## src/avmrc_pkg.sv

```systemverilog
// Purpose: Shared constants and types of the matrix route controller
// Assumes: One 10 MHz clock, synchronous active-low reset
// Notes: Register offsets are byte addresses on a plain strobe port
//
// Summary of operation
// - Video selector 0 mutes, 1-4 pick input
// - Audio selector 0 mutes, 1-4 pick input
// - Video selectors act only while gate high
// - Audio selectors act only while gate high
// - Lock request blocks the takeover button
// - Panel may still view routes when locked
// - Lock during local mode returns to system
// - Takeover flag high exactly while local mode
// - Route reports always show applied source
// - Serial commands route, query status or set verbose
// - Serial reports give notices and status
package avmrc_pkg;
    // Selector width and legal range
    localparam int SEL_W = 3;
    localparam logic [2:0] SRC_MUTE = 3'h0;
    localparam logic [2:0] SRC_MAX = 3'h4;
    // Register port
    localparam int ADDR_W = 4;
    localparam logic [3:0] OFS_CTRL = 4'h0;
    localparam logic [3:0] OFS_STAT = 4'h4;
    localparam logic [3:0] OFS_INT_STAT = 4'h8;
    localparam logic [3:0] OFS_INT_MASK = 4'hC;
    // Field positions
    localparam int CTRL_VERBOSE_BIT = 0;
    localparam int STAT_VA_LSB = 0;
    localparam int STAT_VB_LSB = 4;
    localparam int STAT_AA_LSB = 8;
    localparam int STAT_AB_LSB = 12;
    localparam int STAT_LOCAL_BIT = 16;
    // Interrupt event bits
    localparam int EV_W = 3;
    localparam int EV_ROUTE = 0;
    localparam int EV_MODE = 1;
    localparam int EV_CMD_ERR = 2;
    // Reset values
    localparam logic CTRL_VERBOSE_RST = 1'b0;
    localparam logic [2:0] INT_MASK_RST = 3'h0;
    // Serial byte layout: [7:6] op/tag, [5] output b, [2:0] source
    localparam logic [1:0] OP_VIDEO = 2'h0;
    localparam logic [1:0] OP_AUDIO = 2'h1;
    localparam logic [1:0] OP_QUERY = 2'h2;
    localparam logic [1:0] OP_VERBOSE = 2'h3;
    localparam int BYTE_OUT_BIT = 5;
    localparam logic [2:0] STATUS_LAST = 3'h4;
    // Report sequencer states
    typedef enum logic [0:0] {RPT_IDLE, RPT_SEND} avmrc_rpt_t;
    // Source value legal check, shared by all selector paths
    function automatic logic avmrc_src_ok(input logic [2:0] s);
        avmrc_src_ok = (s <= SRC_MAX);
    endfunction
    // Build one report byte
    function automatic logic [7:0] avmrc_mk_byte(input logic [1:0] tag,
                                                 input logic outb,
                                                 input logic [2:0] s);
        avmrc_mk_byte = {tag, outb, 2'h0, s};
    endfunction
endpackage

```

## src/avmrc_route_ctrl.sv

```systemverilog
// Purpose: Route control of a four-input, two-output A/V matrix
// Assumes: All inputs synchronous to clk_sys; host keeps to one method
// Notes: Outputs a/b are index 0/1 of the internal route arrays
`timescale 1ns/100ps
module avmrc_route_ctrl
    import avmrc_pkg::*;
(
    input wire logic clk_sys,
    input wire logic resetn,
    input wire logic video_select_gate,
    input wire logic audio_select_gate,
    input wire logic panel_lock_request,
    input wire logic [2:0] video_route_select_a,
    input wire logic [2:0] video_route_select_b,
    input wire logic [2:0] audio_route_select_a,
    input wire logic [2:0] audio_route_select_b,
    input wire logic panel_takeover_press,
    input wire logic panel_route_write,
    input wire logic panel_route_audio,
    input wire logic panel_route_out,
    input wire logic [2:0] panel_route_src,
    output logic [2:0] panel_view_src,
    output logic panel_takeover_flag,
    output logic [2:0] video_route_report_a,
    output logic [2:0] video_route_report_b,
    output logic [2:0] audio_route_report_a,
    output logic [2:0] audio_route_report_b,
    input wire logic serial_cmd_valid,
    input wire logic [7:0] serial_cmd_data,
    output logic serial_report_valid,
    output logic [7:0] serial_report_data,
    input wire logic [3:0] reg_addr,
    input wire logic [31:0] reg_wdata,
    input wire logic reg_write,
    input wire logic reg_read,
    output logic [31:0] reg_rdata,
    output logic irq
);
    // Host-side routes, panel-side routes, applied routes
    logic [2:0] host_v [2];
    logic [2:0] host_a [2];
    logic [2:0] pnl_v [2];
    logic [2:0] pnl_a [2];
    logic [2:0] route_v [2];
    logic [2:0] route_a [2];
    logic local_mode;
    logic next_local;
    logic verbose;
    logic [2:0] int_stat;
    logic [2:0] int_mask;
    logic [2:0] ev;
    logic route_diff;
    logic cmd_err;
    logic start_query;
    logic notice_pend;
    avmrc_rpt_t rpt_state;
    logic [2:0] rpt_idx;
    logic [2:0] sel_v [2];
    logic [2:0] sel_a [2];
    // Decoded serial command fields
    logic [1:0] cmd_op;
    logic cmd_out;
    logic [2:0] cmd_src;

    assign sel_v[0] = video_route_select_a;
    assign sel_v[1] = video_route_select_b;
    assign sel_a[0] = audio_route_select_a;
    assign sel_a[1] = audio_route_select_b;
    assign cmd_op = serial_cmd_data[7:6];
    assign cmd_out = serial_cmd_data[BYTE_OUT_BIT];
    assign cmd_src = serial_cmd_data[2:0];

    // Illegal selector or serial source, flagged as a command error
    always_comb begin
        cmd_err = 1'b0;
        if (serial_cmd_valid && !cmd_op[1] && !avmrc_src_ok(cmd_src)) begin
            cmd_err = 1'b1;
        end
        for (int i = 0; i < 2; i++) begin
            if (video_select_gate && !avmrc_src_ok(sel_v[i])) begin
                cmd_err = 1'b1;
            end
            if (audio_select_gate && !avmrc_src_ok(sel_a[i])) begin
                cmd_err = 1'b1;
            end
        end
    end

    // Host route holding; serial wins over a gated selector that cycle
    always_ff @(posedge clk_sys) begin
        if (!resetn) begin
            host_v <= '{SRC_MUTE, SRC_MUTE};
            host_a <= '{SRC_MUTE, SRC_MUTE};
        end else begin
            for (int i = 0; i < 2; i++) begin
                // Gate low keeps the old value
                if (video_select_gate && avmrc_src_ok(sel_v[i])) begin
                    host_v[i] <= sel_v[i];
                end
                if (audio_select_gate && avmrc_src_ok(sel_a[i])) begin
                    host_a[i] <= sel_a[i];
                end
            end
            // Serial routing command
            if (serial_cmd_valid && avmrc_src_ok(cmd_src)) begin
                if (cmd_op == OP_VIDEO) begin
                    host_v[cmd_out] <= cmd_src;
                end else if (cmd_op == OP_AUDIO) begin
                    host_a[cmd_out] <= cmd_src;
                end
            end
        end
    end

    // Mode arbitration: lock forces system mode and blocks takeover
    always_comb begin
        next_local = local_mode;
        if (panel_lock_request) begin
            next_local = 1'b0;
        end else if (panel_takeover_press) begin
            next_local = !local_mode;
        end
    end

    always_ff @(posedge clk_sys) begin
        if (!resetn) begin
            local_mode <= 1'b0;
        end else begin
            local_mode <= next_local;
        end
    end

    // Panel routes: seeded from applied routes on entry to local mode
    always_ff @(posedge clk_sys) begin
        if (!resetn) begin
            pnl_v <= '{SRC_MUTE, SRC_MUTE};
            pnl_a <= '{SRC_MUTE, SRC_MUTE};
        end else if (next_local && !local_mode) begin
            pnl_v <= route_v;
            pnl_a <= route_a;
        end else if (local_mode && panel_route_write
                     && avmrc_src_ok(panel_route_src)) begin
            // Panel edits count only in local mode
            if (panel_route_audio) begin
                pnl_a[panel_route_out] <= panel_route_src;
            end else begin
                pnl_v[panel_route_out] <= panel_route_src;
            end
        end
    end

    // Applied routes follow the owner of the current mode
    always_ff @(posedge clk_sys) begin
        if (!resetn) begin
            route_v <= '{SRC_MUTE, SRC_MUTE};
            route_a <= '{SRC_MUTE, SRC_MUTE};
        end else if (local_mode) begin
            route_v <= pnl_v;
            route_a <= pnl_a;
        end else begin
            route_v <= host_v;
            route_a <= host_a;
        end
    end

    // Reports straight from the applied routes
    assign video_route_report_a = route_v[0];
    assign video_route_report_b = route_v[1];
    assign audio_route_report_a = route_a[0];
    assign audio_route_report_b = route_a[1];
    assign panel_takeover_flag = local_mode;

    // Panel view: shows the applied route in any mode
    always_ff @(posedge clk_sys) begin
        if (!resetn) begin
            panel_view_src <= SRC_MUTE;
        end else if (panel_route_audio) begin
            panel_view_src <= route_a[panel_route_out];
        end else begin
            panel_view_src <= route_v[panel_route_out];
        end
    end

    // Route change seen in the cycle before the applied routes move
    always_comb begin
        route_diff = 1'b0;
        for (int i = 0; i < 2; i++) begin
            route_diff = route_diff | (local_mode
                ? (pnl_v[i] != route_v[i]) || (pnl_a[i] != route_a[i])
                : (host_v[i] != route_v[i]) || (host_a[i] != route_a[i]));
        end
    end

    assign start_query = serial_cmd_valid && (cmd_op == OP_QUERY);

    // Event vector feeding the sticky status
    assign ev = {cmd_err, (next_local != local_mode), route_diff};

    // Notice pending: a route change under verbose waits for the sender
    always_ff @(posedge clk_sys) begin
        if (!resetn) begin
            notice_pend <= 1'b0;
        end else if (route_diff && verbose) begin
            notice_pend <= 1'b1;
        end else if (rpt_state == RPT_IDLE) begin
            notice_pend <= 1'b0;
        end
    end

    // Report sequencer: five bytes, routes a/b video, audio, then mode
    always_ff @(posedge clk_sys) begin
        if (!resetn) begin
            rpt_state <= RPT_IDLE;
            rpt_idx <= 3'h0;
        end else begin
            case (rpt_state)
                RPT_IDLE: begin
                    // Query or queued notice starts a full dump
                    if (start_query || notice_pend) begin
                        rpt_state <= RPT_SEND;
                        rpt_idx <= 3'h0;
                    end
                end
                RPT_SEND: begin
                    // Queries during a dump are dropped; dump is current
                    if (rpt_idx == STATUS_LAST) begin
                        rpt_state <= RPT_IDLE;
                    end else begin
                        rpt_idx <= rpt_idx + 3'h1;
                    end
                end
                default: begin
                    rpt_state <= RPT_IDLE;
                end
            endcase
        end
    end

    // Report byte register
    always_ff @(posedge clk_sys) begin
        if (!resetn) begin
            serial_report_valid <= 1'b0;
            serial_report_data <= 8'h00;
        end else begin
            serial_report_valid <= (rpt_state == RPT_SEND);
            case (rpt_idx)
                3'h0: serial_report_data <=
                    avmrc_mk_byte(OP_VIDEO, 1'b0, route_v[0]);
                3'h1: serial_report_data <=
                    avmrc_mk_byte(OP_VIDEO, 1'b1, route_v[1]);
                3'h2: serial_report_data <=
                    avmrc_mk_byte(OP_AUDIO, 1'b0, route_a[0]);
                3'h3: serial_report_data <=
                    avmrc_mk_byte(OP_AUDIO, 1'b1, route_a[1]);
                default: serial_report_data <=
                    avmrc_mk_byte(OP_QUERY, 1'b0, {2'h0, local_mode});
            endcase
        end
    end

    // Verbose flag: register write or serial command
    always_ff @(posedge clk_sys) begin
        if (!resetn) begin
            verbose <= CTRL_VERBOSE_RST;
        end else if (serial_cmd_valid && cmd_op == OP_VERBOSE) begin
            verbose <= serial_cmd_data[0];
        end else if (reg_write && reg_addr == OFS_CTRL) begin
            verbose <= reg_wdata[CTRL_VERBOSE_BIT];
        end
    end

    // Sticky status, write one to clear; a new event beats the clear
    always_ff @(posedge clk_sys) begin
        if (!resetn) begin
            int_stat <= 3'h0;
        end else if (reg_write && reg_addr == OFS_INT_STAT) begin
            int_stat <= (int_stat & ~reg_wdata[2:0]) | ev;
        end else begin
            int_stat <= int_stat | ev;
        end
    end

    // Interrupt mask
    always_ff @(posedge clk_sys) begin
        if (!resetn) begin
            int_mask <= INT_MASK_RST;
        end else if (reg_write && reg_addr == OFS_INT_MASK) begin
            int_mask <= reg_wdata[2:0];
        end
    end

    assign irq = |(int_stat & int_mask);

    // Read data one cycle after the strobe; unmapped reads give zero
    always_ff @(posedge clk_sys) begin
        reg_rdata <= 32'h0000_0000;
        if (resetn && reg_read) begin
            case (reg_addr)
                OFS_CTRL: reg_rdata[CTRL_VERBOSE_BIT] <= verbose;
                OFS_STAT: begin
                    reg_rdata[STAT_VA_LSB +: 3] <= route_v[0];
                    reg_rdata[STAT_VB_LSB +: 3] <= route_v[1];
                    reg_rdata[STAT_AA_LSB +: 3] <= route_a[0];
                    reg_rdata[STAT_AB_LSB +: 3] <= route_a[1];
                    reg_rdata[STAT_LOCAL_BIT] <= local_mode;
                end
                OFS_INT_STAT: reg_rdata[2:0] <= int_stat;
                OFS_INT_MASK: reg_rdata[2:0] <= int_mask;
                default: reg_rdata <= 32'h0000_0000;
            endcase
        end
    end

    // Checks
    chk_lock_exits_local: assert property (@(posedge clk_sys)
        disable iff (!resetn) panel_lock_request |=> !panel_takeover_flag)
        else $error("lock did not leave local mode");
    chk_lock_blocks_press: assert property (@(posedge clk_sys)
        disable iff (!resetn)
        (panel_lock_request && !local_mode) |=> !local_mode)
        else $error("takeover accepted while locked");
    chk_press_enters: assert property (@(posedge clk_sys)
        disable iff (!resetn)
        (panel_takeover_press && !panel_lock_request && !local_mode)
        |=> panel_takeover_flag)
        else $error("takeover press ignored");
    chk_video_gate_route: assert property (@(posedge clk_sys)
        disable iff (!resetn)
        (video_select_gate && !local_mode && !serial_cmd_valid
         && video_route_select_a <= SRC_MAX) ##1 !local_mode
        |=> video_route_report_a == $past(video_route_select_a, 2))
        else $error("gated video selector not applied");
    chk_audio_gate_route: assert property (@(posedge clk_sys)
        disable iff (!resetn)
        (audio_select_gate && !local_mode && !serial_cmd_valid
         && audio_route_select_b <= SRC_MAX) ##1 !local_mode
        |=> audio_route_report_b == $past(audio_route_select_b, 2))
        else $error("gated audio selector not applied");
    chk_gate_low_hold: assert property (@(posedge clk_sys)
        disable iff (!resetn)
        (!video_select_gate && !serial_cmd_valid && !local_mode) [*3]
        |-> $stable(video_route_report_b))
        else $error("video route moved with gate low");
    chk_src_range: assert property (@(posedge clk_sys)
        disable iff (!resetn)
        video_route_report_a <= SRC_MAX && audio_route_report_a <= SRC_MAX)
        else $error("route outside legal range");
    chk_query_dump: assert property (@(posedge clk_sys)
        disable iff (!resetn)
        (start_query && rpt_state == RPT_IDLE)
        |=> ##1 serial_report_valid [*5] ##1 !serial_report_valid)
        else $error("status dump not five bytes");
    chk_serial_route: assert property (@(posedge clk_sys)
        disable iff (!resetn)
        (serial_cmd_valid && cmd_op == OP_AUDIO && !cmd_out
         && cmd_src <= SRC_MAX && !audio_select_gate && !local_mode)
        ##1 !local_mode |=> audio_route_report_a == $past(cmd_src, 2))
        else $error("serial audio route not applied");
    chk_irq_level: assert property (@(posedge clk_sys)
        disable iff (!resetn)
        (ev[EV_MODE] && int_mask[EV_MODE]) |=> irq)
        else $error("mode event did not raise interrupt");
    cov_local_round: cover property (@(posedge clk_sys)
        disable iff (!resetn) !local_mode ##1 local_mode ##[1:50] !local_mode);
    cov_lock_kick: cover property (@(posedge clk_sys)
        disable iff (!resetn) local_mode && panel_lock_request);
    cov_notice: cover property (@(posedge clk_sys)
        disable iff (!resetn) notice_pend ##[1:10] serial_report_valid);
endmodule // avmrc_route_ctrl

```

## config.mk

```make
export PLATFORM = sky130hd
export DESIGN_NAME = avmrc_route_ctrl
export DESIGN_NICKNAME = d
export VERILOG_FILES = /design/src/avmrc_pkg.sv /design/src/avmrc_route_ctrl.sv
export SDC_FILE = /design/constraint.sdc
export NUM_CORES = 1
export LEC_CHECK = 0
export BUFFER_PORTS_ARGS = -buffer_cell sky130_fd_sc_hd__buf_2
export CAP_MARGIN = 40
export CORE_MARGIN = 2
export CORE_UTILIZATION = 40
export CTS_CLUSTER_SIZE = 40
export DETAILED_ROUTE_END_ITERATION = 6
export PLACE_DENSITY = 0.73
export SYNTH_ARGS = -nofsm -noshare
export SYNTH_HDL_FRONTEND = slang
export SYNTH_SLANG_ARGS = --single-unit
```

## constraint.sdc

```tcl
create_clock -name clk_sys -period 1.35 [get_ports clk_sys]
set_input_delay 0.0675 -clock clk_sys [delete_from_list [all_inputs] [get_ports clk_sys]]
set_output_delay 0.0675 -clock clk_sys [all_outputs]
set_load 0.01 [all_outputs]
```

==> run summary, run 1 <==
die area -> 0.00957 mm²
Placed Area -> 0.00434 mm²
core area -> 0.00864 mm²
final setup violation count -> 11
top cells by area, synth -> dfxtp_1, nor2_1, xnor2_1, mux2i_1, buf_4
Hold Vio Cnt, Final -> 0
failing checks -> negative setup slack
routed wire length -> 10.4 mm
crit share post-route -> 104%
Least-Margin Pin Slew -> 500 ps
Filler cells -> 727
number of vias per cell -> 5.37
most frequent cells in the layout -> buf_2, buf_4, nor2_1
FMAX -> 711 MHz
reg-to-reg slack, setup -> -60 ps
1st-iter DRT viols -> 177
outcome -> finished, violations left
number of synthesized flops with an enable pin -> 0
relative max-transition margin -> 66.3%
DPL Wire Length -> 7.04 mm
Main synth FF type -> dfxtp_1
worst vdd ir -> 563 µV
Area Overhead vs Synth -> 42.1%
RSZ-0062 raised after global routing -> yes
H-tree depth -> 3
Avg WL per Cell -> 16.3 µm
initial core utilization -> 40.8%
Syn. warnings -> 0
Min Clock Period, post-route -> 1410 ps
vias in the first global route -> 3,209
pwr/cell area -> 1040 mW/mm²
total clock sinks -> 72
largest net degree at the start of global routing -> 39
CTS tree -> yes
GRT Total Usage -> 20.2%
Synth Instances -> 384
Layout Nets -> 599
final instance area -> 0.00500 mm²
Yosys top cell area share -> 40.9%
top cell type by total area after synthesis -> dfxtp_1
post-synthesis async set-or-reset flop share -> 0%
Synth Cell Area -> 0.00352 mm²
antenna viol nets, final -> 0
Ant. Diodes -> 0
Non-Filler Instances -> 636
Critical Path Source Type -> flop
DRC -> 0
num ports -> 129
commonest non-fill, non-tap cell in the layout -> buf_2
Max-cap violations -> 0
clk_skew -> 6.69 ps
Slew Viols, Final -> 0
Netlist cell types -> 46
Seq cells post-synth -> 72
worst hold slack -> 9.39 ps
Worst Hold Class -> input pin to flop
Die H -> 97.8 µm
Mapped Avg Cell Area -> 9.17 µm²
Seq/Total Area, Yosys -> 40.9%
gr ovfl total -> 0
worst path arrival time -> 1640 ps
root buf cell -> clkbuf_8
Die Width -> 97.8 µm
RD Place Congestion -> 0.845
Inst Count DP -> 603
drt pass-1 iters -> 5
Skew-Pair Late Insertion Delay -> 350 ps
# rows -> 34
path type of the worst setup path -> flop to flop
Worst Path Required -> 1590 ps
CTS buffer count -> 9
LEAKAGE -> 2.14 nW
crit end category -> flop
antenna violations before repair -> 0
clock slew at reported path FFs -> 80 ps
global-route wire length before repair -> 15.7 mm
Setup WS post-layout -> -57.2 ps
CP Max Fanout -> 5
vias -> 3,418
I/O Buffers -> 76
clock tree buffer depth -> 2
share of layout cells above drive strength 1 -> 46.6%
cells in the mapped netlist (2+ instances only):
| cell | count |
|---|---|
| a211oi_1 | 13 |
| a21bo_2 | 2 |
| a21oi_1 | 9 |
| a222oi_1 | 4 |
| a22oi_1 | 15 |
| a311oi_1 | 12 |
| a31oi_1 | 2 |
| and2_1 | 14 |
| buf_1 | 2 |
| buf_2 | 7 |
| buf_4 | 22 |
| clkbuf_1 | 8 |
| dfxtp_1 | 72 |
| ha_1 | 5 |
| inv_1 | 7 |
| mux2_2 | 2 |
| mux2i_1 | 17 |
| mux4_2 | 4 |
| nand2_1 | 24 |
| nand3_1 | 15 |
| nand4_1 | 8 |
| nor2_1 | 57 |
| nor2b_1 | 2 |
| nor3_1 | 5 |
| nor3b_2 | 2 |
| nor4_1 | 2 |
| o21a_1 | 2 |
| o21ai_0 | 5 |
| o21ai_2 | 3 |
| o31ai_4 | 2 |
| or3_1 | 2 |
| xnor2_1 | 21 |
| xor2_1 | 4 |
sequential cells by signal, indices dropped and copies added (netlist names):
| signal | flops |
|---|---|
| audio_route_report_a | 3 |
| audio_route_report_b | 3 |
| host_a | 6 |
| host_v | 6 |
| int_mask | 3 |
| int_stat | 3 |
| notice_pend | 1 |
| panel_takeover_flag | 1 |
| panel_view_src | 3 |
| pnl_a | 6 |
| pnl_v | 6 |
| reg_rdata | 13 |
| rpt_idx | 3 |
| rpt_state | 1 |
| serial_report_data | 6 |
| serial_report_valid | 1 |
| verbose | 1 |
| video_route_report_a | 3 |
| video_route_report_b | 3 |
where the power goes:
group	switching [W]	total [W]	internal, W	leakage (nW)
Combinational	0.000538	0.00104	0.000498	1.44
Clock	0.000860	0.00184	0.000976	0.101
Sequential	0.000100	0.00232	0.00222	0.600
Total	0.00150	0.00519	0.00370	2.14
critical path: stages (launching register included):
cell and delay (ps):
dfxtp_4 380, inv_4 50, ha_4 180, a222oi_1 320, nor2_1 120, a21oi_2 160, a211oi_2 80
per-stage QoR:
step                      total power (W)  TNS, ps  setup WS (ps)  util [%]
after global routing              0.00539     -887           -112      57.9
after global placement            0.00318     -100          -71.6      50.2
after floorplan                   0.00288    -89.0          -14.8         -
final                             0.00519     -186          -57.2      57.9
after CTS                         0.00506    -7.05          -7.05      55.0
after detailed placement          0.00320     -216          -89.5      50.2
layer usage:
layer  share of wire (%)  GRT usage, %
met1                  41          24.5
met2                  53          36.3
met3                 4.4          3.29
met4                 1.7          6.84
met5                   0             0
what timing repair did:
item | in CTS | in global routing
gates resized for setup | 24 | 47
pin swaps | 11 | 22
endpoints found under the hold margin | 5 | 0
gates cloned | 0 | 0
setup endpoints to repair | 11 | 19
buffers inserted | 4 | 8
hold buffers | 5 | 0
area by class of cell:
cell class,instances,area [µm²],share of cell area [%]
Inverter,7,28.8,0.575
Tap cell,108,135,2.70
Timing Repair Buffer,148,953,19.1
Sequential cell,72,1490,29.8
Clock inverter,5,62.6,1.25
Multi-Input combinational cell,285,2180,43.5
Clock buffer,11,153,3.05
cells by family after synthesis:
group                    Yosys count  synth area share, %
buffers and inverters             47                 7.82
XOR/XNOR                          25                 6.22
flip-flops                        72                 40.9
other                              1                0.106
adder cells (fa/ha/maj)            5                 1.78
AO/OA/AOI/OAI                     75                 16.7
AND/OR/NAND/NOR                  136                 18.4
multiplexers                      23                 8.03
worst paths after layout:
path	start	end	cells past startpoint
max reg2reg	rpt_idx[0]$_SDFFE_PN0P_	serial_report_data[0]$_SDFF_PN0_	6
min reg2reg	notice_pend$_SDFFE_PN0P_	notice_pend$_SDFFE_PN0P_	1
max	rpt_idx[0]$_SDFFE_PN0P_	serial_report_data[0]$_SDFF_PN0_	6
min	audio_route_select_a[2]	host_a[5]$_SDFF_PN0_	3
Power figures use the tool's default switching activity.
==> run 2: changes to the inputs <==
--- a/config.mk
+++ b/config.mk
@@ -7,7 +7,7 @@
 export LEC_CHECK = 0
 export BUFFER_PORTS_ARGS = -buffer_cell sky130_fd_sc_hd__buf_2
 export CAP_MARGIN = 40
-export CORE_MARGIN = 2
+export CORE_MARGIN = 3
 export CORE_UTILIZATION = 40
 export CTS_CLUSTER_SIZE = 40
 export DETAILED_ROUTE_END_ITERATION = 6
==> run 2 against run 1 <==
The run still ends with negative setup slack left. Clock-buffer cell count unchanged. Cell count decreased by 2.2%. Clock power increased by 6%. Worst hold slack got worse by 7.1 ps. First-iteration DRC count increased by 23%. Sequential share of layout area increased by 1.1 points. Flip-flop and latch count unchanged. Cell area decreased by 4.5%. Critical path depth decreased by 1. Die area increased by 4.1%. Via count decreased by 3.2%. Combinational power decreased by 10%.
==> run summary, run 2 (same netlist as run 1, synthesis figures left out) <==
outcome -> finished, violations left
failing checks -> negative setup slack
largest net degree at the start of global routing -> 39
Ant. Diodes -> 0
clock slew at reported path FFs -> 80 ps
Skew-Pair Late Insertion Delay -> 350 ps
clock tree buffer depth -> 2
Die H -> 99.8 µm
root buf cell -> clkbuf_8
drt pass-1 iters -> 5
Slew Viols, Final -> 0
relative max-transition margin -> 57.8%
Worst Hold Class -> input pin to flop
Least-Margin Pin Slew -> 627 ps
final setup violation count -> 3
worst path arrival time -> 1640 ps
FMAX -> 714 MHz
Crit path max-delay family -> simple AND/OR/NAND/NOR gates
Filler cells -> 741
initial core utilization -> 42.0%
share of layout cells above drive strength 1 -> 41.2%
Avg WL per Cell -> 15.7 µm
pwr/cell area -> 1090 mW/mm²
Max-cap violations -> 0
max reg flops -> 13
Min Clock Period, post-route -> 1400 ps
gr ovfl total -> 0
1st-iter DRT viols -> 218
path type of the worst setup path -> flop to flop
antenna violations before repair -> 0
RD Place Congestion -> 0.853
RSZ-0062 raised after global routing -> yes
global-route wire length before repair -> 15.3 mm
Fin Setup TNS -> -78.7 ps
Reg2Reg Depth -> 5
crit end category -> flop
num ports -> 129
crit path buf inv count -> 0
number of vias per cell -> 5.32
reg-to-reg slack, setup -> -50 ps
worst hold slack -> 2.27 ps
Largest stage delay, worst path -> 370 ps
total clock sinks -> 72
DPL Wire Length -> 7.25 mm
Hold Vio Cnt, Final -> 0
core area -> 0.00838 mm²
vias -> 3,310
die area -> 0.00997 mm²
Layout Nets -> 588
CTS tree -> yes
CP max-delay cell -> dfxtp_4
Area Overhead vs Synth -> 35.7%
CP Max Fanout -> 3
Worst path depth -> 5
Setup WS post-layout -> -50.5 ps
largest register by flop count -> reg_rdata
commonest non-fill, non-tap cell in the layout -> buf_2
clk_skew -> 10.5 ps
GRT Total Usage -> 19.3%
vias in the first global route -> 3,210
H-tree depth -> 3
Die Width -> 99.8 µm
antenna viol nets, final -> 0
Critical Path Source Type -> flop
I/O Buffers -> 76
Worst Path Required -> 1590 ps
worst vdd ir -> 578 µV
crit share post-route -> 104%
hold endpoint -> verbose$_SDFFE_PN0P_
hold path start -> serial_cmd_valid
RR Startpoint -> audio_route_report_b[1]$_SDFF_PN0_
routed wire length -> 9.77 mm
cells along the critical path -> xnor2_2 > nand4_1 > nor4_2 > a21oi_2 > a32o_1
CTS buffer count -> 9
LEAKAGE -> 2.08 nW
most frequent cells in the layout -> buf_2, nor2_1, buf_4
reg-to-reg endpoint -> notice_pend$_SDFFE_PN0P_
hold path depth -> 3
DRC -> 0
# rows -> 33
## run 2: changes by cell type in the layout (fill, tap and decap cells not counted), moves of 4 or more
cell / before / now
dfxtp_2: 17 / 11
xnor2_1: 9 / 14
dfxtp_1: 47 / 55
xnor2_2: 11 / 7
nor2_2: 5 / 0
nor2_1: 51 / 57
buf_4: 64 / 56
## run 2: how the worst max path moves through the flow
stage | start | end | slack, ps
2_1_floorplan | panel_takeover_flag$_SDFF_PN0_ | pnl_a[0]$_SDFFE_PN0P_ | -10
3_3_place_gp | audio_route_report_a[0]$_SDFF_PN0_ | notice_pend$_SDFFE_PN0P_ | -50
3_5_place_dp | audio_route_report_a[0]$_SDFF_PN0_ | notice_pend$_SDFFE_PN0P_ | -90
4_1_cts | panel_takeover_flag$_SDFF_PN0_ | pnl_a[0]$_SDFFE_PN0P_ | -30
5_1_grt | audio_route_report_b[1]$_SDFF_PN0_ | notice_pend$_SDFFE_PN0P_ | -130
6_report | audio_route_report_b[1]$_SDFF_PN0_ | notice_pend$_SDFFE_PN0P_ | -50
## run 2: area by class of cell
type / count / area, µm² / area share [%]
multi-input cells: 285 / 2050 / 42.9
flip-flops and latches: 72 / 1480 / 30.9
repair buffers: 137 / 861 / 18.0
clock buffers: 11 / 151 / 3.17
well taps: 105 / 131 / 2.75
clock inverters: 5 / 78.8 / 1.65
inverters: 7 / 26.3 / 0.550
## run 2: tightest hold or removal path, cell delays in order
cell and delay [ps]:
buf_2 110, nand3_1 70, a21oi_1 60
## run 2: per-stage QoR
stage | total power (W) | setup slack (ps) | cell area (µm²) | utilization (%) | std cells
2_1_floorplan | 0.00288 | -14.8 | 3650 | - | 404
3_3_place_gp | 0.00317 | -52.8 | 4320 | 51.5 | 598
3_5_place_dp | 0.00320 | -91.2 | 4320 | 51.5 | 598
4_1_cts | 0.00516 | -25.5 | 4710 | 56.2 | 620
5_1_grt | 0.00539 | -130 | 4780 | 57.0 | 622
6_report | 0.00519 | -50.5 | 4780 | 57.0 | 622
## run 2: what timing repair did
action	CTS	global route
buffers inserted	2	2
pin swaps	8	5
endpoints found under the hold margin	4	0
gates resized for setup	23	12
setup endpoints to repair	8	19
hold buffers	4	0
## run 2: routing by layer
metal | up-vias | track usage [%] | part of all wire (%)
met3 | 21 | 3.34 | 7.6
met1 | 1544 | 23.6 | 40
met5 | - | 0 | 0
met4 | 0 | 7.35 | 1.9
li1 | 1586 | - | -
met2 | 159 | 33.9 | 51
## run 2: report_power, final
part	total [W]	switching (W)	internal [W]
logic	0.000933	0.000489	0.000444
registers	0.00231	0.0000901	0.00222
clock network	0.00195	0.000810	0.00114
